**src/rtl/ufc_pkg.sv**
```systemverilog
// Shared constants for the UART flow control and line configuration block
package ufc_pkg;
    // ==========================================================
    // Register offsets
    localparam logic [2:0] OFS_DATA = 3'h0;
    localparam logic [2:0] OFS_IER = 3'h1;
    localparam logic [2:0] OFS_EFR = 3'h2;
    localparam logic [2:0] OFS_LCR = 3'h3;
    localparam logic [2:0] OFS_MCR = 3'h4;
    localparam logic [2:0] OFS_LSR = 3'h5;
    localparam logic [2:0] OFS_TCR = 3'h6;
    localparam logic [2:0] OFS_XON1 = 3'h4;
    localparam logic [2:0] OFS_XON2 = 3'h5;
    localparam logic [2:0] OFS_XOFF1 = 3'h6;
    localparam logic [2:0] OFS_XOFF2 = 3'h7;
    // ==========================================================
    // Reset values and keys
    localparam logic [7:0] LCR_RESET = 8'h1D;
    localparam logic [7:0] EFR_RESET = 8'h00;
    localparam logic [7:0] REG_RESET = 8'h00;
    localparam logic [7:0] TCR_RESET = 8'hC4;
    localparam logic [7:0] EFR_KEY = 8'hBF;
    // ==========================================================
    // Field positions
    localparam int EFR_AUTO_CTS = 7;
    localparam int EFR_AUTO_RTS = 6;
    localparam int EFR_SPECIAL = 5;
    localparam int EFR_ENHANCED = 4;
    localparam int LCR_DLAB = 7;
    localparam int LCR_BREAK = 6;
    localparam int SFR_EFR_LOCK = 2;
    localparam int MCR_TCR_SEL = 2;
    localparam int MCR_RTS = 1;
    localparam int IER_SLEEP = 4;
    // ==========================================================
    // Masks of bits guarded by the enhanced enable
    localparam logic [7:0] IER_ENH_MASK = 8'hF0;
    localparam logic [7:0] FCR_ENH_MASK = 8'h30;
    localparam logic [7:0] MCR_ENH_MASK = 8'hE0;
    // ==========================================================
    // Interrupt source codes, bits 5:0
    localparam logic [5:0] IIR_NONE = 6'h01;
    localparam logic [5:0] IIR_SPECIAL = 6'h10;
    localparam logic [5:0] IIR_RX_DATA = 6'h04;
    localparam logic [5:0] IIR_THR = 6'h02;
    // ==========================================================
    // Flow select encodings
    localparam logic [1:0] FLOW_NONE = 2'b00;
    localparam logic [1:0] FLOW_SET1 = 2'b10;
    localparam logic [1:0] FLOW_SET2 = 2'b01;
    localparam logic [1:0] FLOW_BOTH = 2'b11;
endpackage

```
**src/rtl/ufc_fifo.sv**
```systemverilog
// Synchronous FIFO with valid/ready on both sides
`timescale 1ns/1ps
module ufc_fifo #(
    parameter int WIDTH = 8,
    parameter int DEPTH = 16,
    parameter int CW = $clog2(DEPTH + 1)
) (
    input wire logic clock_in,
    input wire logic reset_n_in,
    input wire logic in_valid_in,
    output logic in_ready_out,
    input wire logic [WIDTH-1:0] in_data_in,
    output logic out_valid_out,
    input wire logic out_ready_in,
    output logic [WIDTH-1:0] out_data_out,
    output logic [CW-1:0] count_out
);
    localparam int AW = (DEPTH > 1) ? $clog2(DEPTH) : 1;
    logic [WIDTH-1:0] mem_q [DEPTH];
    logic [AW-1:0] wr_ptr_q;
    logic [AW-1:0] rd_ptr_q;
    logic [CW-1:0] count_q;
    logic push;
    logic pop;

    assign in_ready_out = (count_q != CW'(DEPTH));
    assign out_valid_out = (count_q != '0);
    assign push = in_valid_in && in_ready_out;
    assign pop = out_valid_out && out_ready_in;
    assign out_data_out = mem_q[rd_ptr_q];
    assign count_out = count_q;

    always_ff @(posedge clock_in) begin
        if (push) begin
            mem_q[wr_ptr_q] <= in_data_in;
        end
    end

    always_ff @(posedge clock_in or negedge reset_n_in) begin
        if (!reset_n_in) begin
            wr_ptr_q <= '0;
            rd_ptr_q <= '0;
            count_q <= '0;
        end else begin
            if (push) begin
                wr_ptr_q <= (wr_ptr_q == AW'(DEPTH - 1)) ? '0 : wr_ptr_q + 1'b1;
            end
            if (pop) begin
                rd_ptr_q <= (rd_ptr_q == AW'(DEPTH - 1)) ? '0 : rd_ptr_q + 1'b1;
            end
            count_q <= count_q + CW'(push) - CW'(pop);
        end
    end

    chk_fifo_no_over: assert property (@(posedge clock_in) disable iff (!reset_n_in)
        count_q <= CW'(DEPTH)) else $error("fifo count above depth");
endmodule

```
**src/rtl/ufc_core.sv**
```systemverilog
// UART channel flow control, enhanced feature and line control logic
// Contract
// - Enhanced feature register reachable only when line control is BF and lock bit clear.
// - Enhanced bit 7 enables automatic clear-to-send gating of transmit data.
// - Enhanced bit 6 enables automatic request-to-send from receive FIFO level.
// - Special detect stores a second-Xoff match and flags interrupt code bit 4 while enhanced bit 4 is on.
// - If receive compares second Xoff, match is dropped and raises special; it raises Xoff on its own except under select 1111 or 0011.
// - Enhanced bits of INTERRUPT_ENABLE_MASK, FIFO_SETUP_CTRL, MODEM_LINE_CTRL, thresholds writable only with bit 4.
// - Select bits 3:2 choose transmitted flow characters: none, pair 1, 2, both.
// - Select bits 1:0 choose receive comparison: none, pair 1, pair 2.
// - Select 1011 or 0111: either Xon resumes, either Xoff halts on receive.
// - Select 1111 or 0011: receive needs first then second character to act.
// - Line control register resets to 1D.
// - Line control bit 7 maps low offsets to the divisor latch unless line control is BF.
// - Line control bit 6 holds transmit pin low for break.
// - Normal low registers reachable only while line control bit 7 is zero.
`timescale 1ns/1ps
module ufc_core
    import ufc_pkg::*;
#(
    parameter int FIFO_DEPTH = 16,
    parameter int CW = $clog2(FIFO_DEPTH + 1)
) (
    input wire logic clock_in,
    input wire logic reset_n_in,
    input wire logic [2:0] addr_in,
    input wire logic wr_in,
    input wire logic rd_in,
    input wire logic [7:0] wdata_in,
    output logic [7:0] rdata_out,
    input wire logic [7:0] special_function_ctrl_in,
    input wire logic rx_valid_in,
    input wire logic [7:0] rx_data_in,
    output logic rx_ready_out,
    output logic tx_valid_out,
    output logic [7:0] tx_data_out,
    input wire logic tx_ready_in,
    input wire logic tx_serial_in,
    output logic tx_pin_out,
    input wire logic cts_n_in,
    output logic rts_n_out,
    output logic [15:0] divisor_out,
    output logic sleep_out
);
    // ==========================================================
    // Registers
    logic [7:0] efr_q;
    logic [7:0] lcr_q;
    logic [7:0] ier_q;
    logic [7:0] fcr_q;
    logic [7:0] mcr_q;
    logic [7:0] tcr_q;
    logic [7:0] dll_q;
    logic [7:0] dlm_q;
    logic [7:0] xon1_q;
    logic [7:0] xon2_q;
    logic [7:0] xoff1_q;
    logic [7:0] xoff2_q;
    logic [7:0] thr_q;
    logic thr_valid_q;
    logic [7:0] rdata_q;
    logic efr_open;
    logic key_open;
    logic normal_open;
    logic dl_open;
    logic enh;

    assign key_open = (lcr_q == EFR_KEY);
    assign efr_open = key_open && !special_function_ctrl_in[SFR_EFR_LOCK];
    assign dl_open = lcr_q[LCR_DLAB] && !key_open;
    assign normal_open = !lcr_q[LCR_DLAB];
    assign enh = efr_q[EFR_ENHANCED];

    // ==========================================================
    // Receive FIFO
    logic fifo_in_valid;
    logic fifo_in_ready;
    logic fifo_out_valid;
    logic fifo_pop;
    logic [7:0] fifo_out_data;
    logic [CW-1:0] fifo_count;

    ufc_fifo #(.WIDTH(8), .DEPTH(FIFO_DEPTH), .CW(CW)) u_rx_fifo (
        .clock_in(clock_in),
        .reset_n_in(reset_n_in),
        .in_valid_in(fifo_in_valid),
        .in_ready_out(fifo_in_ready),
        .in_data_in(rx_data_in),
        .out_valid_out(fifo_out_valid),
        .out_ready_in(fifo_pop),
        .out_data_out(fifo_out_data),
        .count_out(fifo_count)
    );

    // ==========================================================
    // Receive flow character comparison
    logic [1:0] rx_sel;
    logic [1:0] tx_sel;
    logic m_on1, m_on2, m_off1, m_off2;
    logic cmp_any;
    logic is_flow;
    logic act_on, act_off;
    logic xoff2_cmp;
    logic pend_on_q, pend_off_q;
    logic remote_halt_q;
    logic special_q;
    logic rx_take;
    logic iir_read;

    assign tx_sel = efr_q[3:2];
    assign rx_sel = efr_q[1:0];
    assign m_on1 = (rx_data_in == xon1_q);
    assign m_on2 = (rx_data_in == xon2_q);
    assign m_off1 = (rx_data_in == xoff1_q);
    assign m_off2 = (rx_data_in == xoff2_q);
    // Either-pair compare applies when one pair transmits singly with rx 11
    assign cmp_any = (rx_sel == FLOW_BOTH) && (tx_sel == FLOW_SET1 || tx_sel == FLOW_SET2);

    always_comb begin
        is_flow = 1'b0;
        act_on = 1'b0;
        act_off = 1'b0;
        xoff2_cmp = 1'b0;
        case (rx_sel)
            FLOW_SET1: begin
                is_flow = m_on1 || m_off1;
                act_on = m_on1;
                act_off = m_off1;
            end
            FLOW_SET2: begin
                is_flow = m_on2 || m_off2;
                act_on = m_on2;
                act_off = m_off2;
                xoff2_cmp = 1'b1;
            end
            FLOW_BOTH: begin
                xoff2_cmp = 1'b1;
                if (cmp_any) begin
                    is_flow = m_on1 || m_on2 || m_off1 || m_off2;
                    act_on = m_on1 || m_on2;
                    act_off = m_off1 || m_off2;
                end else begin
                    is_flow = m_on1 || m_on2 || m_off1 || m_off2;
                    act_on = pend_on_q && m_on2;
                    act_off = pend_off_q && m_off2;
                end
            end
            default: begin
                is_flow = 1'b0;
            end
        endcase
    end

    // Flow characters are consumed even with a full FIFO so halt always lands
    assign rx_ready_out = fifo_in_ready;
    assign rx_take = rx_valid_in && (is_flow || fifo_in_ready);
    assign fifo_in_valid = rx_valid_in && !is_flow;

    always_ff @(posedge clock_in or negedge reset_n_in) begin
        if (!reset_n_in) begin
            pend_on_q <= 1'b0;
            pend_off_q <= 1'b0;
        end else if (rx_take) begin
            pend_on_q <= m_on1 && !cmp_any && (rx_sel == FLOW_BOTH);
            pend_off_q <= m_off1 && !cmp_any && (rx_sel == FLOW_BOTH);
        end
    end

    always_ff @(posedge clock_in or negedge reset_n_in) begin
        if (!reset_n_in) begin
            remote_halt_q <= 1'b0;
        end else if (rx_sel == FLOW_NONE) begin
            remote_halt_q <= 1'b0;
        end else if (rx_take && act_off) begin
            remote_halt_q <= 1'b1;
        end else if (rx_take && act_on) begin
            remote_halt_q <= 1'b0;
        end
    end

    // Set wins over the clear by an interrupt code read
    always_ff @(posedge clock_in or negedge reset_n_in) begin
        if (!reset_n_in) begin
            special_q <= 1'b0;
        end else if (rx_take && efr_q[EFR_SPECIAL] && m_off2) begin
            special_q <= 1'b1;
        end else if (iir_read) begin
            special_q <= 1'b0;
        end
    end

    // ==========================================================
    // Transmit flow character sequencer
    typedef enum logic [2:0] {
        TX_IDLE = 3'b001,
        TX_CHAR_A = 3'b010,
        TX_CHAR_B = 3'b100
    } ufc_txs_t;

    ufc_txs_t txs_q;
    logic sent_off_q;
    logic send_off_q;
    logic want_off, want_on;
    logic [7:0] char_a, char_b;
    logic flow_busy;
    logic data_ok;

    assign want_off = (fifo_count >= CW'(tcr_q[3:0])) && !sent_off_q;
    assign want_on = (fifo_count <= CW'(tcr_q[7:4])) && sent_off_q;
    assign char_a = (tx_sel == FLOW_SET2) ? (send_off_q ? xoff2_q : xon2_q)
                                          : (send_off_q ? xoff1_q : xon1_q);
    assign char_b = send_off_q ? xoff2_q : xon2_q;
    assign flow_busy = (txs_q != TX_IDLE);

    always_ff @(posedge clock_in or negedge reset_n_in) begin
        if (!reset_n_in) begin
            txs_q <= TX_IDLE;
            sent_off_q <= 1'b0;
            send_off_q <= 1'b0;
        end else begin
            case (txs_q)
                TX_IDLE: begin
                    if (tx_sel == FLOW_NONE) begin
                        sent_off_q <= 1'b0;
                    end else if (want_off || want_on) begin
                        send_off_q <= want_off;
                        sent_off_q <= want_off;
                        txs_q <= TX_CHAR_A;
                    end
                end
                TX_CHAR_A: begin
                    if (tx_ready_in) begin
                        txs_q <= (tx_sel == FLOW_BOTH) ? TX_CHAR_B : TX_IDLE;
                    end
                end
                TX_CHAR_B: begin
                    if (tx_ready_in) begin
                        txs_q <= TX_IDLE;
                    end
                end
                default: begin
                    txs_q <= TX_IDLE;
                end
            endcase
        end
    end

    // Data waits for clear-to-send and for the peer's Xon; flow chars bypass both
    assign data_ok = thr_valid_q && !flow_busy && !remote_halt_q
                     && !(efr_q[EFR_AUTO_CTS] && cts_n_in);
    assign tx_valid_out = flow_busy || data_ok;
    assign tx_data_out = (txs_q == TX_CHAR_A) ? char_a :
                         (txs_q == TX_CHAR_B) ? char_b : thr_q;
    assign tx_pin_out = lcr_q[LCR_BREAK] ? 1'b0 : tx_serial_in;

    // ==========================================================
    // Request-to-send
    logic rts_hold_q;

    always_ff @(posedge clock_in or negedge reset_n_in) begin
        if (!reset_n_in) begin
            rts_hold_q <= 1'b0;
        end else if (fifo_count >= CW'(tcr_q[3:0])) begin
            rts_hold_q <= 1'b1;
        end else if (fifo_count <= CW'(tcr_q[7:4])) begin
            rts_hold_q <= 1'b0;
        end
    end

    assign rts_n_out = efr_q[EFR_AUTO_RTS] ? rts_hold_q : !mcr_q[MCR_RTS];
    assign divisor_out = {dlm_q, dll_q};
    assign sleep_out = enh && ier_q[IER_SLEEP];

    // ==========================================================
    // Register writes
    logic wr_efr, wr_tcr, wr_thr, tcr_open;

    assign tcr_open = normal_open && mcr_q[MCR_TCR_SEL];
    assign wr_efr = wr_in && addr_in == OFS_EFR && efr_open;
    assign wr_tcr = wr_in && addr_in == OFS_TCR && tcr_open && enh;
    assign wr_thr = wr_in && addr_in == OFS_DATA && normal_open;

    always_ff @(posedge clock_in or negedge reset_n_in) begin
        if (!reset_n_in) begin
            efr_q <= EFR_RESET;
            lcr_q <= LCR_RESET;
            ier_q <= REG_RESET;
            fcr_q <= REG_RESET;
            mcr_q <= REG_RESET;
            tcr_q <= TCR_RESET;
            dll_q <= REG_RESET;
            dlm_q <= REG_RESET;
            xon1_q <= REG_RESET;
            xon2_q <= REG_RESET;
            xoff1_q <= REG_RESET;
            xoff2_q <= REG_RESET;
        end else if (wr_in) begin
            if (wr_efr) begin
                efr_q <= wdata_in;
            end
            if (addr_in == OFS_LCR) begin
                lcr_q <= wdata_in;
            end
            if (wr_tcr) begin
                tcr_q <= wdata_in;
            end
            if (dl_open && addr_in == OFS_DATA) begin
                dll_q <= wdata_in;
            end
            if (dl_open && addr_in == OFS_IER) begin
                dlm_q <= wdata_in;
            end
            if (key_open) begin
                case (addr_in)
                    OFS_XON1: xon1_q <= wdata_in;
                    OFS_XON2: xon2_q <= wdata_in;
                    OFS_XOFF1: xoff1_q <= wdata_in;
                    OFS_XOFF2: xoff2_q <= wdata_in;
                    default: xon1_q <= xon1_q;
                endcase
            end
            if (normal_open && addr_in == OFS_IER) begin
                ier_q <= enh ? wdata_in : ((ier_q & IER_ENH_MASK) | (wdata_in & ~IER_ENH_MASK));
            end
            if (normal_open && addr_in == OFS_EFR) begin
                fcr_q <= enh ? wdata_in : ((fcr_q & FCR_ENH_MASK) | (wdata_in & ~FCR_ENH_MASK));
            end
            if (normal_open && addr_in == OFS_MCR) begin
                mcr_q <= enh ? wdata_in : ((mcr_q & MCR_ENH_MASK) | (wdata_in & ~MCR_ENH_MASK));
            end
        end
    end

    always_ff @(posedge clock_in or negedge reset_n_in) begin
        if (!reset_n_in) begin
            thr_q <= REG_RESET;
            thr_valid_q <= 1'b0;
        end else if (wr_thr) begin
            thr_q <= wdata_in;
            thr_valid_q <= 1'b1;
        end else if (data_ok && tx_ready_in) begin
            thr_valid_q <= 1'b0;
        end
    end

    // ==========================================================
    // Register reads, answered one cycle after rd_in
    logic [5:0] iir_code;

    assign iir_read = rd_in && addr_in == OFS_EFR && normal_open;
    assign fifo_pop = rd_in && addr_in == OFS_DATA && normal_open && fifo_out_valid;
    // Special code only reported while enhanced functions are on
    assign iir_code = (special_q && enh) ? IIR_SPECIAL :
                      fifo_out_valid ? IIR_RX_DATA :
                      !thr_valid_q ? IIR_THR : IIR_NONE;

    always_ff @(posedge clock_in or negedge reset_n_in) begin
        if (!reset_n_in) begin
            rdata_q <= REG_RESET;
        end else if (rd_in) begin
            rdata_q <= REG_RESET;
            if (efr_open && addr_in == OFS_EFR) begin
                rdata_q <= efr_q;
            end else if (addr_in == OFS_LCR) begin
                rdata_q <= lcr_q;
            end else if (key_open) begin
                case (addr_in)
                    OFS_XON1: rdata_q <= xon1_q;
                    OFS_XON2: rdata_q <= xon2_q;
                    OFS_XOFF1: rdata_q <= xoff1_q;
                    OFS_XOFF2: rdata_q <= xoff2_q;
                    default: rdata_q <= REG_RESET;
                endcase
            end else if (dl_open) begin
                rdata_q <= (addr_in == OFS_DATA) ? dll_q :
                           (addr_in == OFS_IER) ? dlm_q : REG_RESET;
            end else begin
                case (addr_in)
                    OFS_DATA: rdata_q <= fifo_out_data;
                    OFS_IER: rdata_q <= ier_q;
                    OFS_EFR: rdata_q <= {{2{fcr_q[0]}}, iir_code};
                    OFS_MCR: rdata_q <= mcr_q;
                    OFS_LSR: rdata_q <= {1'b0, !thr_valid_q, !thr_valid_q, 4'h0, fifo_out_valid};
                    OFS_TCR: rdata_q <= mcr_q[MCR_TCR_SEL] ? tcr_q : REG_RESET;
                    default: rdata_q <= REG_RESET;
                endcase
            end
        end
    end

    assign rdata_out = rdata_q;

    // ==========================================================
    // Checks
    chk_efr_gate: assert property (@(posedge clock_in) disable iff (!reset_n_in)
        (wr_in && !efr_open && !(normal_open && addr_in == OFS_EFR)) |=> $stable(efr_q))
        else $error("enhanced register changed while locked");
    chk_cts_hold: assert property (@(posedge clock_in) disable iff (!reset_n_in)
        (efr_q[EFR_AUTO_CTS] && cts_n_in && !flow_busy) |-> !tx_valid_out)
        else $error("data sent while clear-to-send high");
    chk_rts_auto: assert property (@(posedge clock_in) disable iff (!reset_n_in)
        (efr_q[EFR_AUTO_RTS] && fifo_count >= CW'(tcr_q[3:0])) |=> rts_n_out)
        else $error("request-to-send not deasserted at halt level");
    chk_spec_set: assert property (@(posedge clock_in) disable iff (!reset_n_in)
        (rx_take && efr_q[EFR_SPECIAL] && m_off2) |=> special_q)
        else $error("special character not flagged");
    chk_flow_drop: assert property (@(posedge clock_in) disable iff (!reset_n_in)
        (rx_valid_in && is_flow) |-> !fifo_in_valid)
        else $error("flow character written to fifo");
    chk_ier_lock: assert property (@(posedge clock_in) disable iff (!reset_n_in)
        !enh |=> (ier_q[7:4] == $past(ier_q[7:4])))
        else $error("upper enable bits changed without enhanced enable");
    chk_xoff_halt: assert property (@(posedge clock_in) disable iff (!reset_n_in)
        (rx_take && act_off && rx_sel != FLOW_NONE) |=> remote_halt_q)
        else $error("xoff did not halt transmit");
    chk_dual_need: assert property (@(posedge clock_in) disable iff (!reset_n_in)
        (rx_take && !cmp_any && rx_sel == FLOW_BOTH && m_off2 && !m_on2 && !pend_off_q)
        |=> $stable(remote_halt_q))
        else $error("lone second xoff changed transmit halt");
    chk_break_low: assert property (@(posedge clock_in) disable iff (!reset_n_in)
        lcr_q[LCR_BREAK] |-> !tx_pin_out)
        else $error("transmit pin not held low in break");
    chk_xoff_send: assert property (@(posedge clock_in) disable iff (!reset_n_in)
        (txs_q == TX_IDLE && tx_sel != FLOW_NONE && want_off) |=> (txs_q == TX_CHAR_A && send_off_q))
        else $error("xoff not queued at halt level");
endmodule

```
**config.mk**
```make
export PLATFORM = sky130hd
export DESIGN_NAME = ufc_core
export DESIGN_NICKNAME = d
export VERILOG_FILES = /design/src/rtl/ufc_pkg.sv /design/src/rtl/ufc_fifo.sv /design/src/rtl/ufc_core.sv
export SDC_FILE = /design/constraint.sdc
export NUM_CORES = 1
export LEC_CHECK = 0
export BUFFER_PORTS_ARGS = -buffer_cell sky130_fd_sc_hd__buf_2
export CORE_ASPECT_RATIO = 1.1
export CORE_MARGIN = 8
export CORE_UTILIZATION = 65
export CTS_BUF_LIST = sky130_fd_sc_hd__clkbuf_8 sky130_fd_sc_hd__clkbuf_16
export CTS_CLUSTER_SIZE = 10
export DETAILED_ROUTE_END_ITERATION = 10
export GPL_TIMING_DRIVEN = 0
export PLACE_DENSITY = 0.86
export SLEW_MARGIN = 20
export SYNTH_ARGS = -nofsm -noshare
export SYNTH_HDL_FRONTEND = slang
export SYNTH_HIERARCHICAL = 1
export SYNTH_SLANG_ARGS = --single-unit
```
**constraint.sdc**
```tcl
create_clock -name clock_in -period 7.7 [get_ports clock_in]
set_clock_uncertainty 0.15 [all_clocks]
set_input_delay 0.77 -clock clock_in [delete_from_list [all_inputs] [get_ports clock_in]]
set_output_delay 0.77 -clock clock_in [all_outputs]
set_load 0.1 [all_outputs]
```
==> After elaboration in Yosys (flattened, before gate mapping) <==
Memory sizes are Yosys's and may differ from the RTL's.
Cells that the tools add are included.
{ "classes": {"n_shift": 0, "n_addsub": 4, "n_mul": 0, "eq_ne": 29, "div_mod_pow": 0, "muxes": 48, "n_lt_le_gt_ge": 2, "bitwise": 4, "n_reduce_logical": 90} }
{ "ops": {"columns": ["cell", "count"], "rows": [
  ["$mux 8", 14],
  ["$pmux 8 s6", 1],
  ["$logic_and 1x1->1", 45],
  ["$eq 8x8->1", 4],
  ["$pmux 8 s4", 1],
  ["$mux 3", 6],
  ["$reduce_and 2->1", 9],
  ["$mux 1", 17],
  ["$eq 3x3->1 const B", 5],
  ["$reduce_and 3->1", 5],
  ["$logic_not 1->1", 11],
  ["$logic_or 1x1->1", 10],
  ["$eq 3x2->1 const B", 3],
  ["$pmux 1 s3", 3],
  ["$pmux 3 s3", 1],
  ["$add 4x1->4 const B", 2],
  ["$eq 2x2->1 const B", 4],
  ["$eq 4x4->1 const B", 2],
  ["$eq 8x8->1 const B", 1],
  ["$mux 4", 2],
  ["$ne 2x2->1 const B", 4],
  ["$or 8x4->8", 1],
  ["$or 8x5->8", 1],
  ["$reduce_bool 2->1", 4],
  ["18 further kinds", 21]
]} }
{ "totals": {"rom_bits": 0, "n_memories": 1, "mem_bits_rw": 128, "output_inout_bits": 37, "latch_bits": 0, "register_bits": 134, "inputBits": 35} }
{ "mem_list": {"columns": ["memory", "words", "word_bits", "read_ports", "rd_clocked_by_memory_dff", "wr", "line_no", "rtl"], "rows": [
  ["u_rx_fifo.mem_q", 16, 8, 1, 0, 1, "ufc_fifo.sv:19", "logic [WIDTH-1:0] mem_q [DEPTH];"]
]} }

==> Longest topological paths before layout <==
Gate-level depths: netlist of run 1.
{ "depth": {"depth_word": 11, "ltp_mapped": 18, "ltp_nobuf": 16} }

==> By module <==
Netlist of run 1, hierarchy kept.
{ "by_module_without_submodules": {"columns": ["module", "cells_per_inst", "area_each_um2", "seq_area_each_um2", "n_inst"], "rows": [
  ["ufc_core", 594, 6568.8, 2912.8, 1],
  ["ufc_fifo", 311, 5789.3, 4169.0, 1]
]} }

==> Worst setup path after synthesis of run 1 <==
Ideal clock, no wire load.
{ "synth_timing": {"path_kind": "register -> output", "startpoint": "reg txs_q[1]", "endpoint": "out tx_data_out[0]", "required_time_ps": 6780, "n_path_buf": 1, "setup_slack_ps": 3352, "path_stages_with_launch": 5, "arrival_time_ps": 3428, "cell_sequence": "dfrtp_1 nor3b_1 clkbuf_1 o21ai_0 o21ai_0"} }
{ "synth_via": {"elab_chain_cells": 3, "word_cells_on_any_way": 4} }
{ "synth_lines": {"columns": ["element", "line_no", "rtl"], "rows": [
  ["start, declared", "ufc_core.sv:200", "ufc_txs_t txs_q;"],
  ["start signal, assigned", "ufc_core.sv:233", "txs_q <= (tx_sel == FLOW_BOTH) ? TX_CHAR_B : TX_IDLE;"],
  ["$eq 3x3->1", "ufc_core.sv:253", "(txs_q == TX_CHAR_B) ? char_b : thr_q;"],
  ["$mux 8", "ufc_core.sv:253", null],
  ["$mux 8 *", "ufc_core.sv:252", "assign tx_data_out = (txs_q == TX_CHAR_A) ? char_a :"],
  ["end, declared", "ufc_core.sv:36", "output logic [7:0] tx_data_out,"]
]} }
Every way passes the cells marked *; elsewhere a longest branch is shown, timed or not.

==> Final worst setup path of run 1 <==
{ "layout_timing": {"startpoint": "in rx_data_in[6]", "endpoint": "reg u_rx_fifo.count_q[4] (netlist: u_rx_fifo/count_out[4])"} }
{ "layout_via": {"elab_chain_cells": 10, "word_cells_on_any_way": 15} }
{ "layout_lines": {"columns": ["element", "line_no", "rtl"], "rows": [
  ["start, declared", "ufc_core.sv:33", "input wire logic [7:0] rx_data_in,"],
  ["$eq 8x8->1, on equally long branches", "ufc_core.sv:112, ufc_core.sv:113", null],
  ["$logic_or 1x1->1 (3 in a row)", "ufc_core.sv:139, ufc_core.sv:143", null],
  ["$pmux 1 s3 *", "ufc_core.sv:124", "case (rx_sel)"],
  ["$logic_not 1->1 *", "ufc_core.sv:157", "assign fifo_in_valid = rx_valid_in && !is_flow;"],
  ["$logic_and 1x1->1 *", "ufc_core.sv:157", null],
  ["net fifo_in_valid", "ufc_core.sv:76", "logic fifo_in_valid;"],
  ["$logic_and 1x1->1 *", "ufc_fifo.sv:28", "assign push = in_valid_in && in_ready_out;"],
  ["$add 5x1->5 *", "ufc_fifo.sv:51", "count_q <= count_q + CW'(push) - CW'(pop);"],
  ["$sub 5x1->5 *", "ufc_fifo.sv:51", null],
  ["end signal, assigned", "ufc_fifo.sv:51", null],
  ["end, declared", "ufc_fifo.sv:22", "logic [CW-1:0] count_q;"]
]} }
The timed path passes the listed nets; every way through them passes the cells marked *.
A chain may end at the register's enable or synchronous reset.

==> impl_metrics.py, run 1 <==
metrics = {
    "status": {
        "outcome": "finished clean",
    },
    "floorplanning": {
        "rows": 53,
        "initial_core_util_pct": 65.39,
        "coreArea_um2": 18900,
        "pin_count": 72,
        "die-area_um2": 23690,
        "fp.dieW_um": 147.5,
        "dieHeight_um": 160.6,
    },
    "routing": {
        "vias": 8099,
        "viasPerCell": 6.367,
        "post_drt_wl_per_cell_um": 23.90,
        "wirelength_um": 30410,
        "ant_nets": 0,
        "drtIter0Drc": 657,
        "dr.pass1.iters": 6,
        "drc": 0,
    },
    "timing": {
        "whs_ns": 0.3200,
        "max_freq_mhz": 241.0,
        "finalSetupViolations": 0,
        "setup-tns-final_ns": 0,
        "slew_headroom_pct": 34.78,
        "worst_pin_slew_ns": 0.9762,
        "final.min_clock_period_ns": 4.149,
        "maxSlewViolCount": 0,
        "final_hold_viol_count": 0,
        "fin_crit_sh_pct": 53.89,
        "rsz0062_at_grt": "false",
    },
    "synthesis": {
        "synth_mux_area_share_pct": 19.38,
        "syn_inst": 905,
        "ys_seq_area_share_pct": 57.30,
        "synth_ff_type": "edfxtp_1",
        "syn_nets": 963,
        "synth_top_family_by_area": "multiplexers",
        "synth-async-reset-ratio_pct": 50.19,
        "ys_ff_latch": 257,
        "ys_types": 69,
        "yosysWarnings": 6,
        "syn_area_per_cell_um2": 13.66,
        "synth_xor_area_share_pct": 2.693,
        "yosys.area_share.simple_pct": 7.401,
        "synth-edff-count": 128,
        "syn_area_um2": 12360,
        "synth_compound_area_share_pct": 7.472,
        "synthAdderAreaFrac_pct": 2.389,
    },
    "cells_and_area": {
        "diodes": 0,
        "final_nets": 1060,
        "drive_gt1_share_pct": 26.83,
        "most-common-layout-cells": "edfxtp_1 (128), dfrtp_1 (121), mux2_2 (98), buf_2 (75), inv_1 (60)",
        "final_common_cell": "edfxtp_1",
        "syn_to_final_growth_pct": 12.45,
        "final_core_util_pct": 73.53,
    },
    "power_and_ir_drop": {
        "power_uw": 4304,
        "peakVddDrop_mv": 0.2791,
        "leakage_uw": 0.005660,
        "powerDensity_nw_per_um2": 309.7,
    },
    "placed_design": {
        "gp_congestion": 0.9236,
        "io_buffers": 60,
        "dp.final_hpwl_um": 21240,
    },
    "worst_setup_path": {
        "critPathMaxStageDelay_ns": 0.42,
        "reg2reg_to": "u_rx_fifo/count_out[4]",
        "crit_chain": "buf_2, buf_1, xnor2_1, nand4_1, nor2_1, o21ai_1, and3_1, and2_1, buf_2, inv_1, ha_1, inv_1, ha_1, inv_1, fa_1, inv_1, a21oi_1, o21bai_1, xnor2_1",
        "ff2ff_setup_slack_ns": 3.98,
        "worst_ep_arrival_time_ns": 4.47,
        "required_ns": 8.02,
        "crit_buf_inv": 7,
        "crit_fanout": 17,
        "cp_top_family": "buffers and inverters",
        "worst_r2r_path_depth": 17,
        "worstReg2RegStart": "xoff2_q[2]",
        "cpMostUsedCell": "inv_1",
        "cp-end-kind": "flip-flop",
        "cp_slowest_cell": "fa_1",
        "cp-start-kind": "primary input",
        "crit_type": "in -> reg",
    },
    "clock_tree": {
        "post_cts_resized": 0,
        "clk-insertion-delay-late_ns": 0.55,
        "ctsHoldBuffers": 1,
        "cts_tree": "done",
        "path_clk_slew_ns": 0.06,
        "clock-sinks": 257,
        "htree_levels": 1,
        "clock_path_buffers": 3,
        "postCtsSetupBuffers": 0,
        "cts_made_buffers": 29,
        "clock-root-buffer": "clkbuf_16",
    },
    "global_routing": {
        "grt_pass1_wl_um": 47090,
        "overflow": 0,
        "grt.total_usage_pct": 25.83,
        "antenna_found_initial": 0,
        "grt_max_degree": 80,
        "grt_pass1_vias": 8376,
    },
    "worst_hold_path": {
        "min_path_cells": 2,
        "min_path_type": "in -> reg",
        "hp-start": "tx_ready_in",
        "hold_end": "txs_q[2]",
    },
    "flow_run": {
        "cap_violations": 0,
    },
}
per-layer routing:
metal / global-route usage [%] / up-vias / routed length, um
met5: 0 / - / 0
met4: 15.36 / 0 / 1858
met3: 4.474 / 110 / 2223
met2: 43.61 / 385 / 15120
met1: 30.58 / 4032 / 11210
li1: - / 3572 / -
worst max-delay path by stage:
stage | from | depth (start not counted) | endpoint
after floorplan | txs_q[1] | 4 | tx_data_out[0]
after global routing | rx_data_in[3] | 19 | u_rx_fifo/count_out[4]
after CTS | rx_data_in[6] | 19 | u_rx_fifo/count_out[4]
after global placement | rx_data_in[7] | 11 | u_rx_fifo/mem_q[1][5]
after detailed placement | rx_data_in[6] | 19 | u_rx_fifo/count_out[4]
final | rx_data_in[6] | 19 | u_rx_fifo/count_out[4]
final cells by class:
cell class | instances | area [um2]
flip-flops and latches | 257 | 7082
repair buffers | 66 | 370.4
clock inverters | 24 | 95.09
multi-input cells | 552 | 4886
plain buffers | 58 | 272.8
fillers | 1238 | 5002
inverters | 38 | 142.6
well taps | 247 | 309.0
clock buffers | 30 | 739.5
report_power, final:
| group | switching (uW) | internal, uW |
|---|---|---|
| combinational | 922 | 457 |
| sequential | 104 | 1620 |
| clock | 516 | 683 |
flip-flops by register name, indices dropped and copies added (netlist names), 8 cells and up:
signal / count
dll_q: 8
dlm_q: 8
efr_q: 8
ier_q: 8
lcr_q: 8
mcr_q: 8
rdata_out: 8
tcr_q: 8
thr_q: 8
u_rx_fifo/mem_q: 128
xoff1_q: 8
xoff2_q: 8
xon1_q: 8
xon2_q: 8
synthesized netlist by cell type, types with 4 or more instances:
cell type / number / area (um2)
a32oi_1: 9 / 78.83
mux4_2: 35 / 788.3
nor2_1: 31 / 116.4
xnor2_1: 36 / 315.3
buf_4: 4 / 30.03
ha_1: 22 / 275.3
a21o_1: 4 / 30.03
nor3_1: 4 / 20.02
dfstp_2: 8 / 210.2
a22oi_1: 12 / 90.09
clkbuf_1: 32 / 120.1
o21ai_0: 52 / 260.3
mux2i_1: 45 / 450.4
and2_1: 11 / 68.82
mux2_2: 98 / 1104
nand2_1: 46 / 172.7
nand3_1: 10 / 50.05
nor2b_1: 10 / 62.56
buf_1: 5 / 18.77
dfrtp_1: 121 / 3028
a21oi_1: 24 / 120.1
edfxtp_1: 128 / 3844
a31oi_1: 6 / 37.54
o211ai_1: 9 / 67.56
a221oi_1: 4 / 35.03
o21ai_1: 4 / 20.02
buf_2: 13 / 65.06
inv_1: 37 / 138.9
and3_1: 7 / 43.79
nor3b_1: 6 / 45.04
nand4_1: 12 / 75.07
nor4_1: 4 / 25.02
logic make-up (layout without fill, tap and decap cells):
kind of cell | count (synthesis) | after routing
buffers and inverters | 96 | 216
xor gates and xnor gates | 38 | 38
and+or+nand+nor | 164 | 164
AOI/OAI and AO/OA | 145 | 145
adders and majority gates | 23 | 23
muxes | 182 | 182
DFF | 257 | 257
stage by stage:
| stage | setup slack, ns | instances | instance area (um2) |
|---|---|---|---|
| 5_1_grt | 3.357 | 1272 | 13900 |
| 6_report | 3.551 | 1272 | 13900 |
| 3_3_place_gp | 3.108 | 1212 | 12970 |
| 3_5_place_dp | 3.067 | 1217 | 13050 |
| 4_1_cts | 3.611 | 1272 | 13900 |
| 2_1_floorplan | 3.352 | 905 | 12360 |
(Power assumes the default switching activity.)
==> run 2: changes to the inputs <==
--- a/config.mk
+++ b/config.mk
@@ -8,12 +8,12 @@
 export BUFFER_PORTS_ARGS = -buffer_cell sky130_fd_sc_hd__buf_2
 export CORE_ASPECT_RATIO = 1.1
 export CORE_MARGIN = 8
-export CORE_UTILIZATION = 65
+export CORE_UTILIZATION = 55
 export CTS_BUF_LIST = sky130_fd_sc_hd__clkbuf_8 sky130_fd_sc_hd__clkbuf_16
 export CTS_CLUSTER_SIZE = 10
 export DETAILED_ROUTE_END_ITERATION = 10
 export GPL_TIMING_DRIVEN = 0
-export PLACE_DENSITY = 0.86
+export PLACE_DENSITY = 0.78
 export SLEW_MARGIN = 20
 export SYNTH_ARGS = -nofsm -noshare
 export SYNTH_HDL_FRONTEND = slang
==> constraint.sdc (replaced) <==
create_clock -name clock_in -period 3.6 [get_ports clock_in]
set_clock_uncertainty 0.15 [all_clocks]
set_input_delay 0.36 -clock clock_in [delete_from_list [all_inputs] [get_ports clock_in]]
set_output_delay 0.36 -clock clock_in [all_outputs]
set_load 0.1 [all_outputs]
==> run 2 against run 1 <==
Compared with the run above: final area up 1.8%; critical path depth down 14; flip-flop and latch count unchanged; total power up 120%; non-clock buffer count up 8; sequential share of layout area down 0.90 points; sequential power up 110%; clock power up 120%; die area up 16%; global-route usage down 3.6 points; via count up 0.42%; count of clock-buffer cells in the layout up 2; critical path type is now reg -> out; critical endpoint is now tx_data_out[3]; highest routed layer unchanged.
==> impl_metrics.py, run 2 (same netlist as run 1, synthesis figures left out) <==
metrics = {
    "floorplanning": {
        "die-area_um2": 27530,
        "initial_core_util_pct": 55.90,
        "pin_count": 72,
        "dieHeight_um": 173.2,
        "fp.dieW_um": 158.9,
        "rows": 57,
        "coreArea_um2": 22110,
    },
    "global_routing": {
        "met3_usage_pct": 3.135,
        "grt_pass1_wl_um": 48370,
        "grt_max_degree": 78,
        "grt_pass1_vias": 8276,
        "grt_use_met1_pct": 28.52,
        "top_usage_layer": "met2",
        "overflow": 0,
        "grt.total_usage_pct": 22.26,
        "use_met2_pct": 38.15,
        "antenna_found_initial": 0,
    },
    "routing": {
        "vias": 8133,
        "drtIter0Drc": 693,
        "wirelength_um": 30940,
        "dr.pass1.iters": 5,
        "drc": 0,
        "post_drt_wl_per_cell_um": 23.26,
        "ant_nets": 0,
        "viasPerCell": 6.115,
    },
    "status": {
        "outcome": "finished clean",
    },
    "worst_setup_path": {
        "worst_r2r_path_depth": 11,
        "ff2ff_setup_slack_ns": 0.19,
        "cp_slowest_cell": "nor3b_1",
        "crit_buf_inv": 2,
        "crit_fanout": 10,
        "cp-start-kind": "flip-flop",
        "cp_top_family": "buffers and inverters",
        "critPathMaxStageDelay_ns": 0.82,
        "reg2reg_to": "rdata_out[0]",
        "required_ns": 3.09,
        "crit_type": "reg -> out",
        "worst_ep_arrival_time_ns": 2.95,
        "crit_chain": "nor3b_1, clkbuf_1, o21ai_0, o21ai_1, buf_2",
        "cp-end-kind": "output port",
        "worstReg2RegStart": "u_rx_fifo/rd_ptr_q[1]",
    },
    "timing": {
        "fin_ws_ns": 0.1385,
        "worst_pin_slew_ns": 0.9990,
        "final.min_clock_period_ns": 3.462,
        "slew_headroom_pct": 33.26,
        "setup-tns-final_ns": 0,
        "fin_crit_sh_pct": 96.15,
        "rsz0062_at_grt": "false",
        "maxSlewViolCount": 0,
        "max_freq_mhz": 288.9,
        "final_hold_viol_count": 0,
        "finalSetupViolations": 0,
    },
    "cells_and_area": {
        "most-common-layout-cells": "edfxtp_1 (128), dfrtp_1 (121), mux2_2 (98), buf_2 (74), inv_1 (59)",
        "syn_to_final_growth_pct": 14.48,
        "largest_reg_flops": 128,
        "diodes": 0,
        "fillers": 1627,
        "final_nets": 1069,
        "final_common_cell": "edfxtp_1",
        "drive_gt1_share_pct": 27.83,
        "regMostFlops": "u_rx_fifo/mem_q",
    },
    "placed_design": {
        "io_buffers": 60,
        "place_ws_ns": -0.6435,
        "gp_congestion": 0.9622,
        "dp.final_hpwl_um": 21640,
    },
    "worst_hold_path": {
        "min_path_cells": 4,
        "min_path_type": "in -> reg",
        "hold_end": "rdata_out[5]",
        "hp-start": "special_function_ctrl_in[2]",
    },
    "clock_tree": {
        "clk-insertion-delay-late_ns": 0.55,
        "clock-root-buffer": "clkbuf_16",
        "clock-sinks": 257,
        "clock_path_buffers": 3,
        "htree_levels": 1,
        "cts_tree": "done",
        "path_clk_slew_ns": 0.06,
        "cts_made_buffers": 30,
    },
    "power_and_ir_drop": {
        "leakage_uw": 0.005741,
        "powerDensity_nw_per_um2": 662.1,
        "peakVddDrop_mv": 0.5484,
    },
    "flow_run": {
        "cap_violations": 0,
    },
}
[run 2: cell count changes in the layout (fill, tap and decap cells not counted), sizes merged]
cell         previous run  this run
buf                    90        92
clkbuf                 63        62
clkinv                  1         2
clkinvlp                0         1
dlygate4sd3             1        10
inv                    61        59
[run 2: area by class of cell]
| cell class | count | area [um2] | share of cell area [%] |
|---|---|---|---|
| inverters | 38 | 146.4 | 1.035 |
| well taps | 295 | 369.1 | 2.609 |
| multi-input cells | 552 | 4911 | 34.71 |
| flip-flops and latches | 257 | 7082 | 50.06 |
| clock inverters | 24 | 102.6 | 0.7252 |
| plain buffers | 53 | 256.5 | 1.813 |
| repair buffers | 79 | 490.5 | 3.467 |
| clock buffers | 32 | 789.5 | 5.581 |
[run 2: worst max path at each step]
| stage | start | to | slack [ns] | cells past startpoint |
|---|---|---|---|---|
| 2_1_floorplan | u_rx_fifo/count_out[3] | u_rx_fifo/count_out[4] | 0.1 | 15 |
| 3_3_place_gp | rx_data_in[7] | u_rx_fifo/mem_q[1][0] | -0.61 | 11 |
| 3_5_place_dp | rx_data_in[6] | u_rx_fifo/count_out[4] | -0.64 | 19 |
| 4_1_cts | xon1_q[1] | u_rx_fifo/count_out[4] | 0.02 | 17 |
| 5_1_grt | u_rx_fifo/rd_ptr_q[1] | rdata_out[0] | 0.007 | 11 |
| 6_report | txs_q[2] | tx_data_out[3] | 0.14 | 5 |
[run 2: where the power goes]
| group | total, uW | internal, uW | switching, uW |
|---|---|---|---|
| sequential | 3700 | 3470 | 228 |
| combinational | 2970 | 994 | 1980 |
| clock | 2690 | 1560 | 1140 |
[run 2: what timing repair did]
action	4_1_cts	5_1_grt
buffers inserted	0	4
resized for setup	1	6
endpoints found under the setup margin	1	1
hold endpoints to repair	70	0
hold buffers	10	0
[run 2: metrics by stage]
stage	power, uW	instances	area (um2)	hold WS (ns)	utilization (%)
finish	9367	1330	14150	0.02820	63.99
global route	9738	1330	14150	0.01937	63.99
CTS	9407	1328	14110	0.01165	63.81
detailed placement	6694	1265	13120	0.1553	59.36
global placement	6584	1260	13040	0.3106	58.98
floorplan	5913	905	12370	-0.08559	-
[run 2: tightest hold or removal path, cell delays in order]
cell	delay, ns
buf_2	0.12
nor3_4	0.08
nand2_1	0.07
a31oi_1	0.07
[run 2: routing by layer]
layer	vias up	part of all wire, %
met5	-	0
met4	0	3.7
met3	74	5.8
met2	339	50
met1	4120	41
li1	3600	-
